File: config.mk
export PLATFORM = sky130hd
export DESIGN_NAME = servo_io_signal_allocator
export DESIGN_NICKNAME = d
export VERILOG_FILES = /design/src/logic/servo_io_pkg.sv /design/src/logic/servo_io_signal_allocator.sv /design/src/logic/pin_synchroniser.sv
export VERILOG_INCLUDE_DIRS = /design/src /design/src/logic
export SDC_FILE = /design/constraint.sdc
export NUM_CORES = 1
export LEC_CHECK = 0
export BUFFER_PORTS_ARGS = -buffer_cell sky130_fd_sc_hd__buf_2
export CORE_ASPECT_RATIO = 1.5
export CORE_MARGIN = 4
export CORE_UTILIZATION = 45
export CTS_CLUSTER_DIAMETER = 100
export DETAILED_ROUTE_END_ITERATION = 6
export GPL_TIMING_DRIVEN = 0
export HOLD_SLACK_MARGIN = 0.15
export PLACE_DENSITY = 0.66
export SLEW_MARGIN = 10
export SYNTH_ARGS = -nofsm -noshare
export SYNTH_HDL_FRONTEND = slang
export SYNTH_SLANG_ARGS = --single-unit
File: constraint.sdc
create_clock -name pclk -period 1.65 [get_ports pclk]
set_clock_uncertainty 0.05 [all_clocks]
set_input_delay 0.33 -clock pclk [delete_from_list [all_inputs] [get_ports pclk]]
set_output_delay 0.33 -clock pclk [all_outputs]
set_load 0.05 [all_outputs]
File: src/logic/servo_io_params.svh
`ifndef SERVO_IO_PARAMS_SVH
`define SERVO_IO_PARAMS_SVH

// Register byte addresses.
`define ADDR_INPUT_SELECT 12'h000
`define ADDR_STATUS_ROUTE_GROUP_A 12'h004
`define ADDR_STATUS_ROUTE_GROUP_B 12'h008
`define ADDR_NEAR_ROUTE_SELECTOR 12'h00C
`define ADDR_OUTPUT_INVERSION_BITS 12'h010
`define ADDR_CONTROL_MODE 12'h014
`define ADDR_IO_STATE 12'h018

// Field positions.
`define IN_SEL_WIDTH 4
`define ROUTE_WIDTH 2
`define IO_STATE_PINS_LSB 0
`define IO_STATE_FUNCS_LSB 8
`define IO_STATE_OUTS_LSB 16

// Reset values.
`define RST_INPUT_SELECT 32'h88888888
`define RST_STATUS_ROUTE_GROUP_A 32'h00000000
`define RST_STATUS_ROUTE_GROUP_B 32'h00000000
`define RST_NEAR_ROUTE_SELECTOR 32'h00000000
`define RST_OUTPUT_INVERSION_BITS 32'h00000000
`define RST_CONTROL_MODE 32'h00000000

// Selector codes.
`define CODE_FORCE_ON 4'h7
`define CODE_FORCE_OFF 4'h8
`define CODE_INVERT_BASE 4'h9
`define CODE_LATCH_LOW_FIRST 4'h4
`define CODE_LATCH_HIGH_FIRST 4'hD

// Synchroniser depth.
`define SYNC_STAGES 3

`endif

File: src/logic/servo_io_pkg.sv
package servo_io_pkg;
	typedef logic [3:0] in_code_t;
	typedef logic [1:0] route_t;
	typedef logic [6:0] pins_t;
	typedef logic [8:0] status_t;
	typedef enum logic [1:0] {
		MODE_POSITION = 2'h0,
		MODE_SPEED = 2'h1,
		MODE_TORQUE = 2'h2
	} control_mode_t;
endpackage

File: src/logic/servo_io_signal_allocator.sv
// Behaviour
// - Each input function has a 4-bit selector: 0-6 take pins 13,7,8,9,10,11,12 at the default level, 9-F the same pins inverted, 7 forces active and 8 forces inactive.
// - Latch triggers route only from pins 10, 11, 12 or are forced by 7 or 8; any other code leaves them inactive.
// - Latch codes 4-6 are low-active and D-F high-active on pins 10 to 12.
// - A pin selected by several functions drives all of them at once, each through its own active level.
// - Each of nine status functions has a 2-bit route: 0 unused, 1 pair 1(2), 2 pair 23(24), 3 pair 25(26).
// - A pair carrying several status functions shows their OR.
// - A status function not evaluated in the present control mode counts as inactive.
// - Each pair has an inversion bit applied after the OR, cleared by default.
//
// Design decisions made here: the register offsets and the APB register port.
`include "servo_io_params.svh"

module servo_io_signal_allocator (
	// Clock and reset.
	input wire logic pclk,
	input wire logic presetn,
	// APB slave.
	input wire logic psel,
	input wire logic penable,
	input wire logic pwrite,
	input wire logic [11:0] paddr,
	input wire logic [31:0] pwdata,
	input wire logic [3:0] pstrb,
	output logic [31:0] prdata,
	output logic pready,
	output logic pslverr,
	// Connector input pins 13,7,8,9,10,11,12 in bits 0 to 6.
	input wire servo_io_pkg::pins_t seq_in,
	// Drive status: position_done, speed_match, rotating, ready, torque_limited,
	// speed_limited, brake_release, warning, near in bits 0 to 8.
	input wire servo_io_pkg::status_t status_in,
	// Routed input functions, high when active.
	output logic forward_overtravel_in,
	output logic reverse_overtravel_in,
	output logic forward_torque_clamp_in,
	output logic reverse_torque_clamp_in,
	output logic homing_slowdown_in,
	output logic latch_trigger_1,
	output logic latch_trigger_2,
	output logic latch_trigger_3,
	// Output pin pairs 1(2), 23(24), 25(26) in bits 0 to 2.
	output logic [2:0] seq_out
);
	import servo_io_pkg::*;

	pins_t pin_level;
	logic [31:0] input_select;
	logic [31:0] status_route_group_a;
	logic [31:0] status_route_group_b;
	logic [31:0] near_route_selector;
	logic [31:0] output_inversion_bits;
	logic [31:0] control_mode;
	logic [31:0] next_input_select;
	logic [31:0] next_status_route_group_a;
	logic [31:0] next_status_route_group_b;
	logic [31:0] next_near_route_selector;
	logic [31:0] next_output_inversion_bits;
	logic [31:0] next_control_mode;
	logic [31:0] next_prdata;
	logic [7:0] func;
	logic [7:0] next_func;
	logic [2:0] next_seq_out;
	status_t status_valid;
	logic [17:0] routes;
	logic addr_hit;
	logic wr_access;
	logic rd_setup;

	pin_synchroniser u_sync (
		.pclk(pclk),
		.presetn(presetn),
		.pin_raw(seq_in),
		.pin_level(pin_level)
	);

	// Masks a register write with the byte strobes.
	function automatic logic [31:0] merge(input logic [31:0] old, input logic [31:0] data, input logic [3:0] strb);
		logic [31:0] res;
		res = old;
		for (int b = 0; b < 4; b++) begin
			if (strb[b]) begin
				res[b*8 +: 8] = data[b*8 +: 8];
			end
		end
		return res;
	endfunction

	// Decodes one input selector against the synchronised pins.
	function automatic logic route_input(input in_code_t code, input pins_t pins, input logic high_default,
		input logic latch_only);
		logic lvl;
		logic res;
		lvl = 1'b0;
		res = 1'b0;
		if (code == `CODE_FORCE_ON) begin
			res = 1'b1;
		end else if (code == `CODE_FORCE_OFF) begin
			res = 1'b0;
		end else if (code < `CODE_FORCE_ON) begin
			lvl = pins[code[2:0]];
			if (latch_only && code < `CODE_LATCH_LOW_FIRST) begin
				res = 1'b0;
			end else begin
				res = high_default ? lvl : ~lvl;
			end
		end else begin
			lvl = pins[3'(code - `CODE_INVERT_BASE)];
			if (latch_only && code < `CODE_LATCH_HIGH_FIRST) begin
				res = 1'b0;
			end else begin
				res = high_default ? ~lvl : lvl;
			end
		end
		return res;
	endfunction

	// Bus decode.
	always_comb begin
		case (paddr)
			`ADDR_INPUT_SELECT, `ADDR_STATUS_ROUTE_GROUP_A, `ADDR_STATUS_ROUTE_GROUP_B,
			`ADDR_NEAR_ROUTE_SELECTOR, `ADDR_OUTPUT_INVERSION_BITS, `ADDR_CONTROL_MODE,
			`ADDR_IO_STATE: begin
				addr_hit = 1'b1;
			end
			default: begin
				addr_hit = 1'b0;
			end
		endcase
	end

	assign pready = 1'b1;
	assign pslverr = psel && penable && !addr_hit;
	assign wr_access = psel && penable && pwrite && addr_hit;
	assign rd_setup = psel && !penable && !pwrite;

	// Configuration registers.
	always_comb begin
		next_input_select = input_select;
		next_status_route_group_a = status_route_group_a;
		next_status_route_group_b = status_route_group_b;
		next_near_route_selector = near_route_selector;
		next_output_inversion_bits = output_inversion_bits;
		next_control_mode = control_mode;
		if (wr_access) begin
			case (paddr)
				`ADDR_INPUT_SELECT: begin
					next_input_select = merge(input_select, pwdata, pstrb);
				end
				`ADDR_STATUS_ROUTE_GROUP_A: begin
					next_status_route_group_a = merge(status_route_group_a, pwdata, pstrb) & 32'h000000FF;
				end
				`ADDR_STATUS_ROUTE_GROUP_B: begin
					next_status_route_group_b = merge(status_route_group_b, pwdata, pstrb) & 32'h000000FF;
				end
				`ADDR_NEAR_ROUTE_SELECTOR: begin
					next_near_route_selector = merge(near_route_selector, pwdata, pstrb) & 32'h00000003;
				end
				`ADDR_OUTPUT_INVERSION_BITS: begin
					next_output_inversion_bits = merge(output_inversion_bits, pwdata, pstrb) & 32'h00000007;
				end
				`ADDR_CONTROL_MODE: begin
					next_control_mode = merge(control_mode, pwdata, pstrb) & 32'h00000003;
				end
				`ADDR_IO_STATE: begin
					next_control_mode = control_mode;
				end
				default: begin
					next_control_mode = control_mode;
				end
			endcase
		end
	end

	// Read data, captured in the setup phase.
	always_comb begin
		next_prdata = prdata;
		if (rd_setup) begin
			case (paddr)
				`ADDR_INPUT_SELECT: begin
					next_prdata = input_select;
				end
				`ADDR_STATUS_ROUTE_GROUP_A: begin
					next_prdata = status_route_group_a;
				end
				`ADDR_STATUS_ROUTE_GROUP_B: begin
					next_prdata = status_route_group_b;
				end
				`ADDR_NEAR_ROUTE_SELECTOR: begin
					next_prdata = near_route_selector;
				end
				`ADDR_OUTPUT_INVERSION_BITS: begin
					next_prdata = output_inversion_bits;
				end
				`ADDR_CONTROL_MODE: begin
					next_prdata = control_mode;
				end
				`ADDR_IO_STATE: begin
					next_prdata = 32'h00000000;
					next_prdata[`IO_STATE_PINS_LSB +: 7] = pin_level;
					next_prdata[`IO_STATE_FUNCS_LSB +: 8] = func;
					next_prdata[`IO_STATE_OUTS_LSB +: 3] = seq_out;
				end
				default: begin
					next_prdata = 32'h00000000;
				end
			endcase
		end
	end

	// Input function routing.
	genvar f;
	generate
		for (f = 0; f < 8; f = f + 1) begin : g_func
			always_comb begin
				next_func[f] = route_input(input_select[f*4 +: 4], pin_level, (f < 2), (f >= 5));
			end
		end
	endgenerate

	// Status functions not evaluated in the present mode are inactive.
	always_comb begin
		status_valid = 9'h1FF;
		case (control_mode_t'(control_mode[1:0]))
			MODE_POSITION: begin
				status_valid[1] = 1'b0;
				status_valid[5] = 1'b0;
			end
			MODE_SPEED: begin
				status_valid[0] = 1'b0;
				status_valid[8] = 1'b0;
				status_valid[5] = 1'b0;
			end
			MODE_TORQUE: begin
				status_valid[0] = 1'b0;
				status_valid[1] = 1'b0;
				status_valid[8] = 1'b0;
			end
			default: begin
				status_valid = 9'h1FF;
			end
		endcase
	end

	assign routes = {near_route_selector[1:0], status_route_group_b[7:0], status_route_group_a[7:0]};

	// Output pair combining and polarity.
	always_comb begin
		next_seq_out = 3'h0;
		for (int p = 0; p < 3; p++) begin
			for (int s = 0; s < 9; s++) begin
				if (routes[s*2 +: 2] == 2'(p + 1) && status_valid[s] && status_in[s]) begin
					next_seq_out[p] = 1'b1;
				end
			end
			next_seq_out[p] = next_seq_out[p] ^ output_inversion_bits[p];
		end
	end

	always_ff @(posedge pclk or negedge presetn) begin
		if (!presetn) begin
			input_select <= `RST_INPUT_SELECT;
			status_route_group_a <= `RST_STATUS_ROUTE_GROUP_A;
			status_route_group_b <= `RST_STATUS_ROUTE_GROUP_B;
			near_route_selector <= `RST_NEAR_ROUTE_SELECTOR;
			output_inversion_bits <= `RST_OUTPUT_INVERSION_BITS;
			control_mode <= `RST_CONTROL_MODE;
			prdata <= 32'h00000000;
		end else begin
			input_select <= next_input_select;
			status_route_group_a <= next_status_route_group_a;
			status_route_group_b <= next_status_route_group_b;
			near_route_selector <= next_near_route_selector;
			output_inversion_bits <= next_output_inversion_bits;
			control_mode <= next_control_mode;
			prdata <= next_prdata;
		end
	end

	// Routed functions and pin pairs, refreshed on every clock.
	always_ff @(posedge pclk or negedge presetn) begin
		if (!presetn) begin
			func <= 8'h00;
			seq_out <= 3'h0;
		end else begin
			func <= next_func;
			seq_out <= next_seq_out;
		end
	end

	// Function outputs.
	assign forward_overtravel_in = func[0];
	assign reverse_overtravel_in = func[1];
	assign forward_torque_clamp_in = func[2];
	assign reverse_torque_clamp_in = func[3];
	assign homing_slowdown_in = func[4];
	assign latch_trigger_1 = func[5];
	assign latch_trigger_2 = func[6];
	assign latch_trigger_3 = func[7];
endmodule

File: src/logic/pin_synchroniser.sv
`include "servo_io_params.svh"

module pin_synchroniser (
	// Clock and reset.
	input wire logic pclk,
	input wire logic presetn,
	// Raw pins and filtered levels.
	input wire servo_io_pkg::pins_t pin_raw,
	output servo_io_pkg::pins_t pin_level
);
	import servo_io_pkg::*;

	genvar i;
	generate
		for (i = 0; i < 7; i = i + 1) begin : g_bit
			logic [`SYNC_STAGES-1:0] stage;
			logic level;
			logic next_level;
			always_comb begin
				next_level = level;
				if (stage[1] == stage[2]) begin
					next_level = stage[2];
				end
			end
			always_ff @(posedge pclk or negedge presetn) begin
				if (!presetn) begin
					stage <= 3'h0;
					level <= 1'b0;
				end else begin
					stage <= {stage[1:0], pin_raw[i]};
					level <= next_level;
				end
			end
			assign pin_level[i] = level;
		end
	endgenerate
endmodule

## Word-level counts from Yosys, hierarchy flattened

Index checks and enable logic that the tools add are counted.

- Flip-flop bits (word level): 126
- Word-level logic and storage cells: 290

- Add/sub/neg operators: 8
- Magnitude comparators: 30
- Equality and inequality tests: 58
- Muxes and demuxes: 94
- Bitwise operators: 11
- Reduce and logical (&&, ||, !) cells: 63

Operator list:

| operator | number |
|---|---|
| case mux 32 bit (7 select lines) | 1 |
| 2-to-1 mux 1 bit | 77 |
| less-than comparator 3 x 4 -> 1 bit (second input constant) | 16 |
| binary-select mux 1 bit (select 3 bit) | 16 |
| logical AND 1 bit | 45 |
| less-than comparator 4 x 3 -> 1 bit (second input constant) | 11 |
| == test 2 bit (second input constant) | 19 |
| == test 12 x 5 -> 1 bit (second input constant) | 3 |
| == test 4 x 3 -> 1 bit (second input constant) | 8 |
| == test 4 bit (second input constant) | 8 |
| AND reduction 3 bit | 9 |
| == test 12 x 4 -> 1 bit (second input constant) | 2 |
| subtractor 3 x 1 -> 3 bit (second input constant) | 8 |
| == test 2 x 1 -> 1 bit (second input constant) | 10 |
| == test 12 x 3 -> 1 bit (second input constant) | 1 |
| zero test 12 bit | 1 |
| less-than comparator 4 bit (second input constant) | 3 |
| inverter 1 bit | 8 |
| == test 1 bit | 7 |
| OR reduction 7 bit | 1 |
| OR reduction 2 bit | 3 |
| zero test 1 bit | 3 |
| bitwise XOR 1 bit | 3 |
| zero test 2 bit | 1 |

## Logic depth before layout (Yosys ltp)

Gate-level depths: netlist of the first run.

- Depth in word-level cells: 15
- Depth in mapped cells: 7

## Modules after synthesis

From an unflattened synthesis of the first run, not the netlist that was laid out.

- Cell total of the unflattened synthesis: 537
- Area, all modules: 6535.0 µm²

Modules (own cells, without submodules):

| module | times used | cells each | area each (µm²) | sequential area each (µm²) |
|---|---|---|---|---|
| servo_io_signal_allocator | 1 | 495 | 5703.0 | 2462.4 |
| pin_synchroniser | 1 | 42 | 832.0 | 700.7 |

## Worst setup path before layout of the first run

OpenSTA, ideal clock, no wires.

- Path type: input -> register
- From: input paddr[0]
- To: register input_select[10]
- Arrival: 1.979 ns
- Path slack: -0.504 ns
- Cell stages on the path: 5
- Buffers on the path: 1
- Path through: or4_4 nor4_4 and4_1 buf_4 mux2_2

- Cells in the longest elaborated chain, start to end: 5

RTL lines:

| element | line | source |
|---|---|---|
| start, declared | servo_io_signal_allocator.sv:22 | `input wire logic [11:0] paddr,` |
| == test 12 x 5 -> 1 bit, or another cell as far along | servo_io_signal_allocator.sv:120 | `case (paddr)` |
| OR reduction 7 bit | servo_io_signal_allocator.sv:120 |  |
| 2-to-1 mux 1 bit | servo_io_signal_allocator.sv:120 |  |
| logical AND 1 bit | servo_io_signal_allocator.sv:134 | `assign wr_access = psel && penable && pwrite && addr_hit;` |
| AND reduction 3 bit (no line) (*) | -- |  |
| end signal, assigned | servo_io_signal_allocator.sv:262 | `` input_select <= `RST_INPUT_SELECT; `` |
| end signal, assigned | servo_io_signal_allocator.sv:270 | `input_select <= next_input_select;` |
| end, declared | servo_io_signal_allocator.sv:48 | `logic [31:0] input_select;` |

Mark *: on every way between the ends. The rest lies on a longest branch, timed or not.
A chain may end at the register's enable or synchronous reset.

## Worst setup path in the final report of the first run

- From: input paddr[8]
- To: register prdata[15]

- Cells in the longest elaborated chain, start to end: 2

RTL lines:

| element | line | source |
|---|---|---|
| == test 12 x 5 -> 1 bit, or another cell as far along | servo_io_signal_allocator.sv:179 | `case (paddr)` |
| case mux 32 bit (7 select lines) (*) | servo_io_signal_allocator.sv:179 |  |
| end signal, assigned | servo_io_signal_allocator.sv:276 | `prdata <= next_prdata;` |
| end, declared | servo_io_signal_allocator.sv:25 | `output logic [31:0] prdata,` |

Marks and branches as above.

==> impl_metrics.tcl, run 1 <==
set metrics [dict create \
    cp-end-kind "flop" \
    finalWorstSetupSlack_ps -251 \
    syn-num-nets 609 \
    synthArstFlopShare 1.00 \
    post-route-period-util 1.15 \
    die_h_um 155 \
    routed_via_density 5.55 \
    synth_seq_area_share 0.490 \
    crit_required_ps 1960 \
    routed_wl_um 18300 \
    die-area_sq_um 16300 \
    layout.nets 816 \
    numCtsBuffers 17 \
    antenna_found_initial 0 \
    fill_cells 1070 \
    grtUsageMet3 0.0505 \
    peakVddDrop_mv 0.496 \
    ys_top_cells_by_count "dfrtp_1 (118), mux2_2 (64), clkbuf_1 (24)" \
    cp_max_fo 5 \
    overflow 0 \
    min_period_ps 1900 \
    critPathLaunchType "input pin" \
    cts.clk_slew.worst_paths_ps 60 \
    max_stage_delay_ps 580 \
    worstSkewPairLatency_ps 420 \
    path_class "input pin to flop" \
    drc 0 \
    syn_avg_cell_area_sq_um 12.4 \
    cts-root-buf "clkbuf_16" \
    power.density_nw_per_um2 838 \
    synth.most_common_cell "dfrtp_1" \
    via_count 5176 \
    cts_max_level 4 \
    slowest_stage "or4_4" \
    clk_path_buf_depth 2 \
    status "finished with violations" \
    grt_pass1_wl_um 29200 \
    detail-route-antenna-nets 0 \
    synthTopCellsByArea "dfrtp_1 (46%), mux2_2 (11%), mux4_2 (3.8%)" \
    core-area_sq_um 14100 \
    violations "setup timing" \
    dp_hpwl_um 12200 \
    arrival_ps 2210 \
    grt_pass1_vias 5615 \
    tightestPinTransition_ps 624 \
    crit_family "simple AND/OR/NAND/NOR gates" \
    use_met1 0.261 \
    firstDrtPassIters 4 \
    dp_cells 825 \
    start_util 0.459 \
    grt-busiest-layer "met2" \
    crit_buf_inv 3 \
    grt_start_max_net_pins 73 \
    cap_violations 0 \
    ys_warn_count 0 \
    final_cells 933 \
    wl_per_cell_um 19.7 \
    crit_chain "buf_6 -> or4_4 -> or4_4 -> nor4_4 -> buf_6 -> clkbuf_16 -> a221o_2" \
    finalHoldViolCount 0 \
    grtUsageMet2 0.404 \
    yosysTopAreaCell "dfrtp_1" \
    rsz0062_at_grt "yes" \
    io_buffers 111 \
    syn_area_sq_um 6450 \
    setup_viol 83 \
    area_growth_syn_to_layout_pct 41.9 \
    die_w_um 106 \
    num_antenna_cells 0 \
    io_pins 114 \
    utilization 0.651 \
    synth_top_area_frac 0.458 \
    gp_congestion 0.931 \
    slew_violations 0 \
    synth-main-ff-cell "dfrtp_1" \
    drive_above_1_share 0.497 \
    slew_headroom 0.582 \
    leakage_nw 4.26 \
    synth_edf_count 0 \
    syn_inst 521 \
    max_freq_mhz 526 \
    num_rows 53 \
    drtIter0Drc 269 \
    grt_usage 0.228 \
    cts_tree "done" \
    clock_sinks 126 \
    synthDistinctLibCells 62 \
    ys_ff_latch 126 \
    hp-class "input pin to flop" \
]
## final timing paths
path,start,to,slack (ps),cells after the start
setup reg to reg,control_mode[1]$_DFFE_PN0P_,seq_out[0]$_DFF_PN0_,-110,6
max in group asynchronous,presetn,input_select[7]$_DFFE_PN1P_,410,3
setup / recovery,paddr[8],prdata[15]$_DFFE_PN0P_,-250,7
hold / removal,pwdata[2],status_route_group_b[2]$_DFFE_PN0P_,180,2
hold reg to reg,u_sync.g_bit[0].stage[0]$_DFF_PN0_,u_sync.g_bit[0].stage[1]$_DFF_PN0_,290,0
min in group asynchronous,presetn,prdata[14]$_DFFE_PN0P_,380,2
## registers in the layout, summed over array words and instances (netlist names)
| signal | count |
|---|---|
| status_route_group_a | 8 |
| output_inversion_bits | 3 |
| status_route_group_b | 8 |
| input_select | 32 |
| control_mode | 2 |
| u_sync.g_bit.stage | 21 |
| seq_out | 3 |
| u_sync.g_bit.level | 7 |
| near_route_selector | 2 |
| func | 8 |
| prdata | 32 |
## report_power, final
part | internal [mW] | leakage, nW | switching (mW) | total, mW
combinational | 0.296 | 2.32 | 0.365 | 0.661
clock | 2.33 | 0.291 | 1.47 | 3.80
sequential | 3.15 | 1.64 | 0.0551 | 3.20
total | 5.78 | 4.26 | 1.89 | 7.67
## final cells by class
cell class / count / area (sq um) / area share
inverter: 22 / 87.6 / 0.00957
buffer: 27 / 251 / 0.0275
clock inverter: 13 / 154 / 0.0168
timing repair buffer: 194 / 1400 / 0.153
clock buffer: 19 / 453 / 0.0495
multi-input combinational: 340 / 3390 / 0.371
tap: 192 / 240 / 0.0263
sequential: 126 / 3170 / 0.347
## cells by family (layout without fill, tap and decap cells)
logic type | after synthesis | count (layout) | synth area share
AO/OA/AOI/OAI | 88 | 88 | 0.104
adder cells (fa/ha/maj) | 26 | 26 | 0.0477
flip-flops | 126 | 126 | 0.490
other | 1 | 1 | 0.000582
buffers and inverters | 55 | 275 | 0.0384
multiplexers | 96 | 96 | 0.183
AND/OR/NAND/NOR | 122 | 122 | 0.127
XOR/XNOR | 7 | 7 | 0.00951
## through the flow
stage	instance area (sq um)	total power [mW]	setup WS [ps]	hold slack, ps	setup TNS (ps)
2_1_floorplan	6540	3.52	-503	-15.6	-32260
3_3_place_gp	7330	3.78	-1350	285	-234400
3_5_place_dp	7360	3.80	-953	275	-71650
4_1_cts	8910	7.70	-226	154	-9530
5_1_grt	9150	7.91	-267	178	-14930
6_report	9150	7.67	-251	184	-11710
## layer usage
metal | vias up | wire length (um) | part of all wire
met5 | - | 0 | 0
met4 | 0 | 719 | 0.039
met3 | 47 | 808 | 0.044
met2 | 179 | 9690 | 0.53
met1 | 2589 | 7110 | 0.39
li1 | 2361 | - | -
## placed cells by master (no fill, tap or decap), types with 11 or more instances in the layout
cell and n:
a221o_2 11, buf_4 37, buf_6 15, mux2i_1 20
a22o_1 16, clkbuf_16 18, mux4_2 11, mux2_4 26
nand2_1 19, inv_2 11, dfrtp_1 111, dlygate4sd3_1 37
mux2_2 38, buf_2 109, and2_0 14
## worst register-to-register path, cell delays in order (launching register included)
cell       delay [ps]
dfrtp_1           400
inv_2             100
ha_4              220
or4bb_4           530
o2111ai_2         100
nor4_2             90
xnor2_1           190
## repair_timing
| item | in CTS | in global routing |
|---|---|---|
| hold buffers | 37 | 0 |
| endpoints found under the hold margin | 95 | 0 |
| gates cloned | 2 | 1 |
| endpoints found under the setup margin | 101 | 95 |
| gates resized for setup | 96 | 46 |
| buffers inserted | 30 | 13 |
| pin swaps | 28 | 26 |
(Power assumes the default switching activity.)
==> inputs of run 2 (changes only) <==
--- a/config.mk
+++ b/config.mk
@@ -9,12 +9,12 @@
 export BUFFER_PORTS_ARGS = -buffer_cell sky130_fd_sc_hd__buf_2
 export CORE_ASPECT_RATIO = 1.5
 export CORE_MARGIN = 4
-export CORE_UTILIZATION = 45
+export CORE_UTILIZATION = 40
 export CTS_CLUSTER_DIAMETER = 100
 export DETAILED_ROUTE_END_ITERATION = 6
 export GPL_TIMING_DRIVEN = 0
 export HOLD_SLACK_MARGIN = 0.15
-export PLACE_DENSITY = 0.66
+export PLACE_DENSITY = 0.6
 export SLEW_MARGIN = 10
 export SYNTH_ARGS = -nofsm -noshare
 export SYNTH_HDL_FRONTEND = slang
==> run 2 against run 1 <==
Against the previous run: the run still ends with setup timing left; non-clock buffer count fell by 6; core utilization fell by 7.7 points; design area fell by 1.2%; via count fell by 1.5%; die area rose by 12%; worst hold slack got worse by 16 ps; largest cell class unchanged; largest power group unchanged.
==> impl_metrics.tcl, run 2 (same netlist as run 1, synthesis figures left out) <==
set metrics [dict create \
    fin_hold_ws_ps 168 \
    multi_input_area_sq_um 3390 \
    cp-end-kind "flop" \
    routed_wl_um 18300 \
    gp_congestion 0.855 \
    fill_cells 1302 \
    finalHoldViolCount 0 \
    drc 0 \
    clk_path_buf_depth 2 \
    power_mw 7.55 \
    cts-root-buf "clkbuf_16" \
    wl_per_cell_um 19.5 \
    io_buffers 111 \
    dp_hpwl_um 12700 \
    tightestPinTransition_ps 1180 \
    seq_area_sq_um 3180 \
    post-route-period-util 1.14 \
    mostFrequentLayoutCells "buf_2 (107), dfrtp_1 (104), mux2_2 (36), dlygate4sd3_1 (36), buf_4 (34)" \
    utilization 0.574 \
    grt_pass1_vias 5485 \
    cap_violations 0 \
    num_rows 56 \
    layout.nets 810 \
    reg_top3 "input_select: 32 flops, prdata: 32 flops, u_sync.g_bit.stage: 21 flops" \
    rsz0062_at_grt "yes" \
    ff2ff_path_depth 6 \
    status "finished with violations" \
    num_antenna_cells 0 \
    io_pins 114 \
    power.density_nw_per_um2 835 \
    worstSkewPairLatency_ps 410 \
    setup_viol 74 \
    p_comb_frac 0.089 \
    crit_required_ps 1950 \
    firstDrtPassIters 5 \
    p_sw_frac 0.242 \
    clock_power_share 0.486 \
    clock_sinks 126 \
    finalWorstSetupSlack_ps -232 \
    cts.clk_slew.worst_paths_ps 60 \
    via_count 5096 \
    switchingPower_mw 1.83 \
    drive_above_1_share 0.497 \
    start_util 0.409 \
    peakVddDrop_mv 0.542 \
    pwr-share-seq 0.425 \
    grt_pass1_wl_um 29000 \
    critPathLaunchType "input pin" \
    cts_max_level 4 \
    leakage_nw 4.18 \
    violations "setup timing" \
    detail-route-antenna-nets 0 \
    die-area_sq_um 18300 \
    min_path_cells 2 \
    slew_violations 0 \
    routed_via_density 5.43 \
    die_h_um 164 \
    grt_start_max_net_pins 74 \
    overflow 0 \
    hp-class "input pin to flop" \
    cts_tree "done" \
    grt_usage 0.201 \
    fin_area_sq_um 9040 \
    min_period_ps 1880 \
    final_common_cell "buf_2" \
    path_class "input pin to flop" \
    p_int_mw 5.72 \
    arrival_ps 2180 \
    max_freq_mhz 531 \
    core-area_sq_um 15800 \
    cp_max_fo 5 \
    dpl_cell_area_sq_um 7380 \
    antenna_found_initial 0 \
    slew_headroom 0.212 \
    numCtsBuffers 17 \
    area_growth_syn_to_layout_pct 40.2 \
    die_w_um 112 \
    drtIter0Drc 262 \
]
-- run 2: per-layer routing --
metal  wire length, um  track usage  up-vias
met5                 0            0        -
met4               484       0.0847        0
met3               742       0.0378       35
met2              9830        0.363      152
met1              7260        0.231     2569
li1                  -            -     2340
-- run 2: power groups by stage --
stage	clock network (mW)	registers, mW	logic (mW)
final	3.67	3.21	0.673
after global routing	3.87	3.21	0.730
after CTS	3.73	3.20	0.641
after detailed placement	0	3.23	0.575
after global placement	0	3.23	0.558
after floorplan	0	3.27	0.246
-- run 2: path summary, 6_finish.rpt --
path	start	slack, ps	endpoint
max	paddr[6]	-230	prdata[10]$_DFFE_PN0P_
min	pwdata[3]	170	status_route_group_a[3]$_DFFE_PN0P_
max reg2reg	control_mode[1]$_DFFE_PN0P_	-140	seq_out[0]$_DFF_PN0_
min reg2reg	u_sync.g_bit[0].stage[0]$_DFF_PN0_	300	u_sync.g_bit[0].stage[1]$_DFF_PN0_
max in group asynchronous	presetn	330	input_select[27]$_DFFE_PN1P_
min in group asynchronous	presetn	450	u_sync.g_bit[6].stage[0]$_DFF_PN0_
-- run 2: cell type report --
| cell class | instances | area share |
|---|---|---|
| Multi-Input combinational cell | 340 | 0.375 |
| Clock buffer | 19 | 0.0490 |
| Tap cell | 203 | 0.0281 |
| Clock inverter | 13 | 0.0155 |
| Inverter | 22 | 0.00913 |
| Sequential cell | 126 | 0.352 |
| Timing Repair Buffer | 190 | 0.148 |
| Buffer | 25 | 0.0242 |
-- run 2: worst max-delay path, stage by stage --
cell and delay, ps:
buf_6 90, or4_4 540, or4_4 590, nor3_4 290
buf_6 190, a221o_2 150
-- run 2: per-stage QoR --
step	std cells	setup WS, ps	TNS (ps)
2_1_floorplan	521	-503	-32260
3_3_place_gp	835	-1410	-242900
3_5_place_dp	836	-935	-72390
4_1_cts	922	-243	-12050
5_1_grt	938	-265	-14730
6_report	938	-232	-11510
-- run 2: repair_timing --
item,4_1_cts,5_1_grt
pin swaps,15,28
hold buffers,36,0
setup endpoints to repair,101,87
hold endpoints to repair,111,0
gates resized for setup,90,63
setup buffers,21,18
cloned,1,2
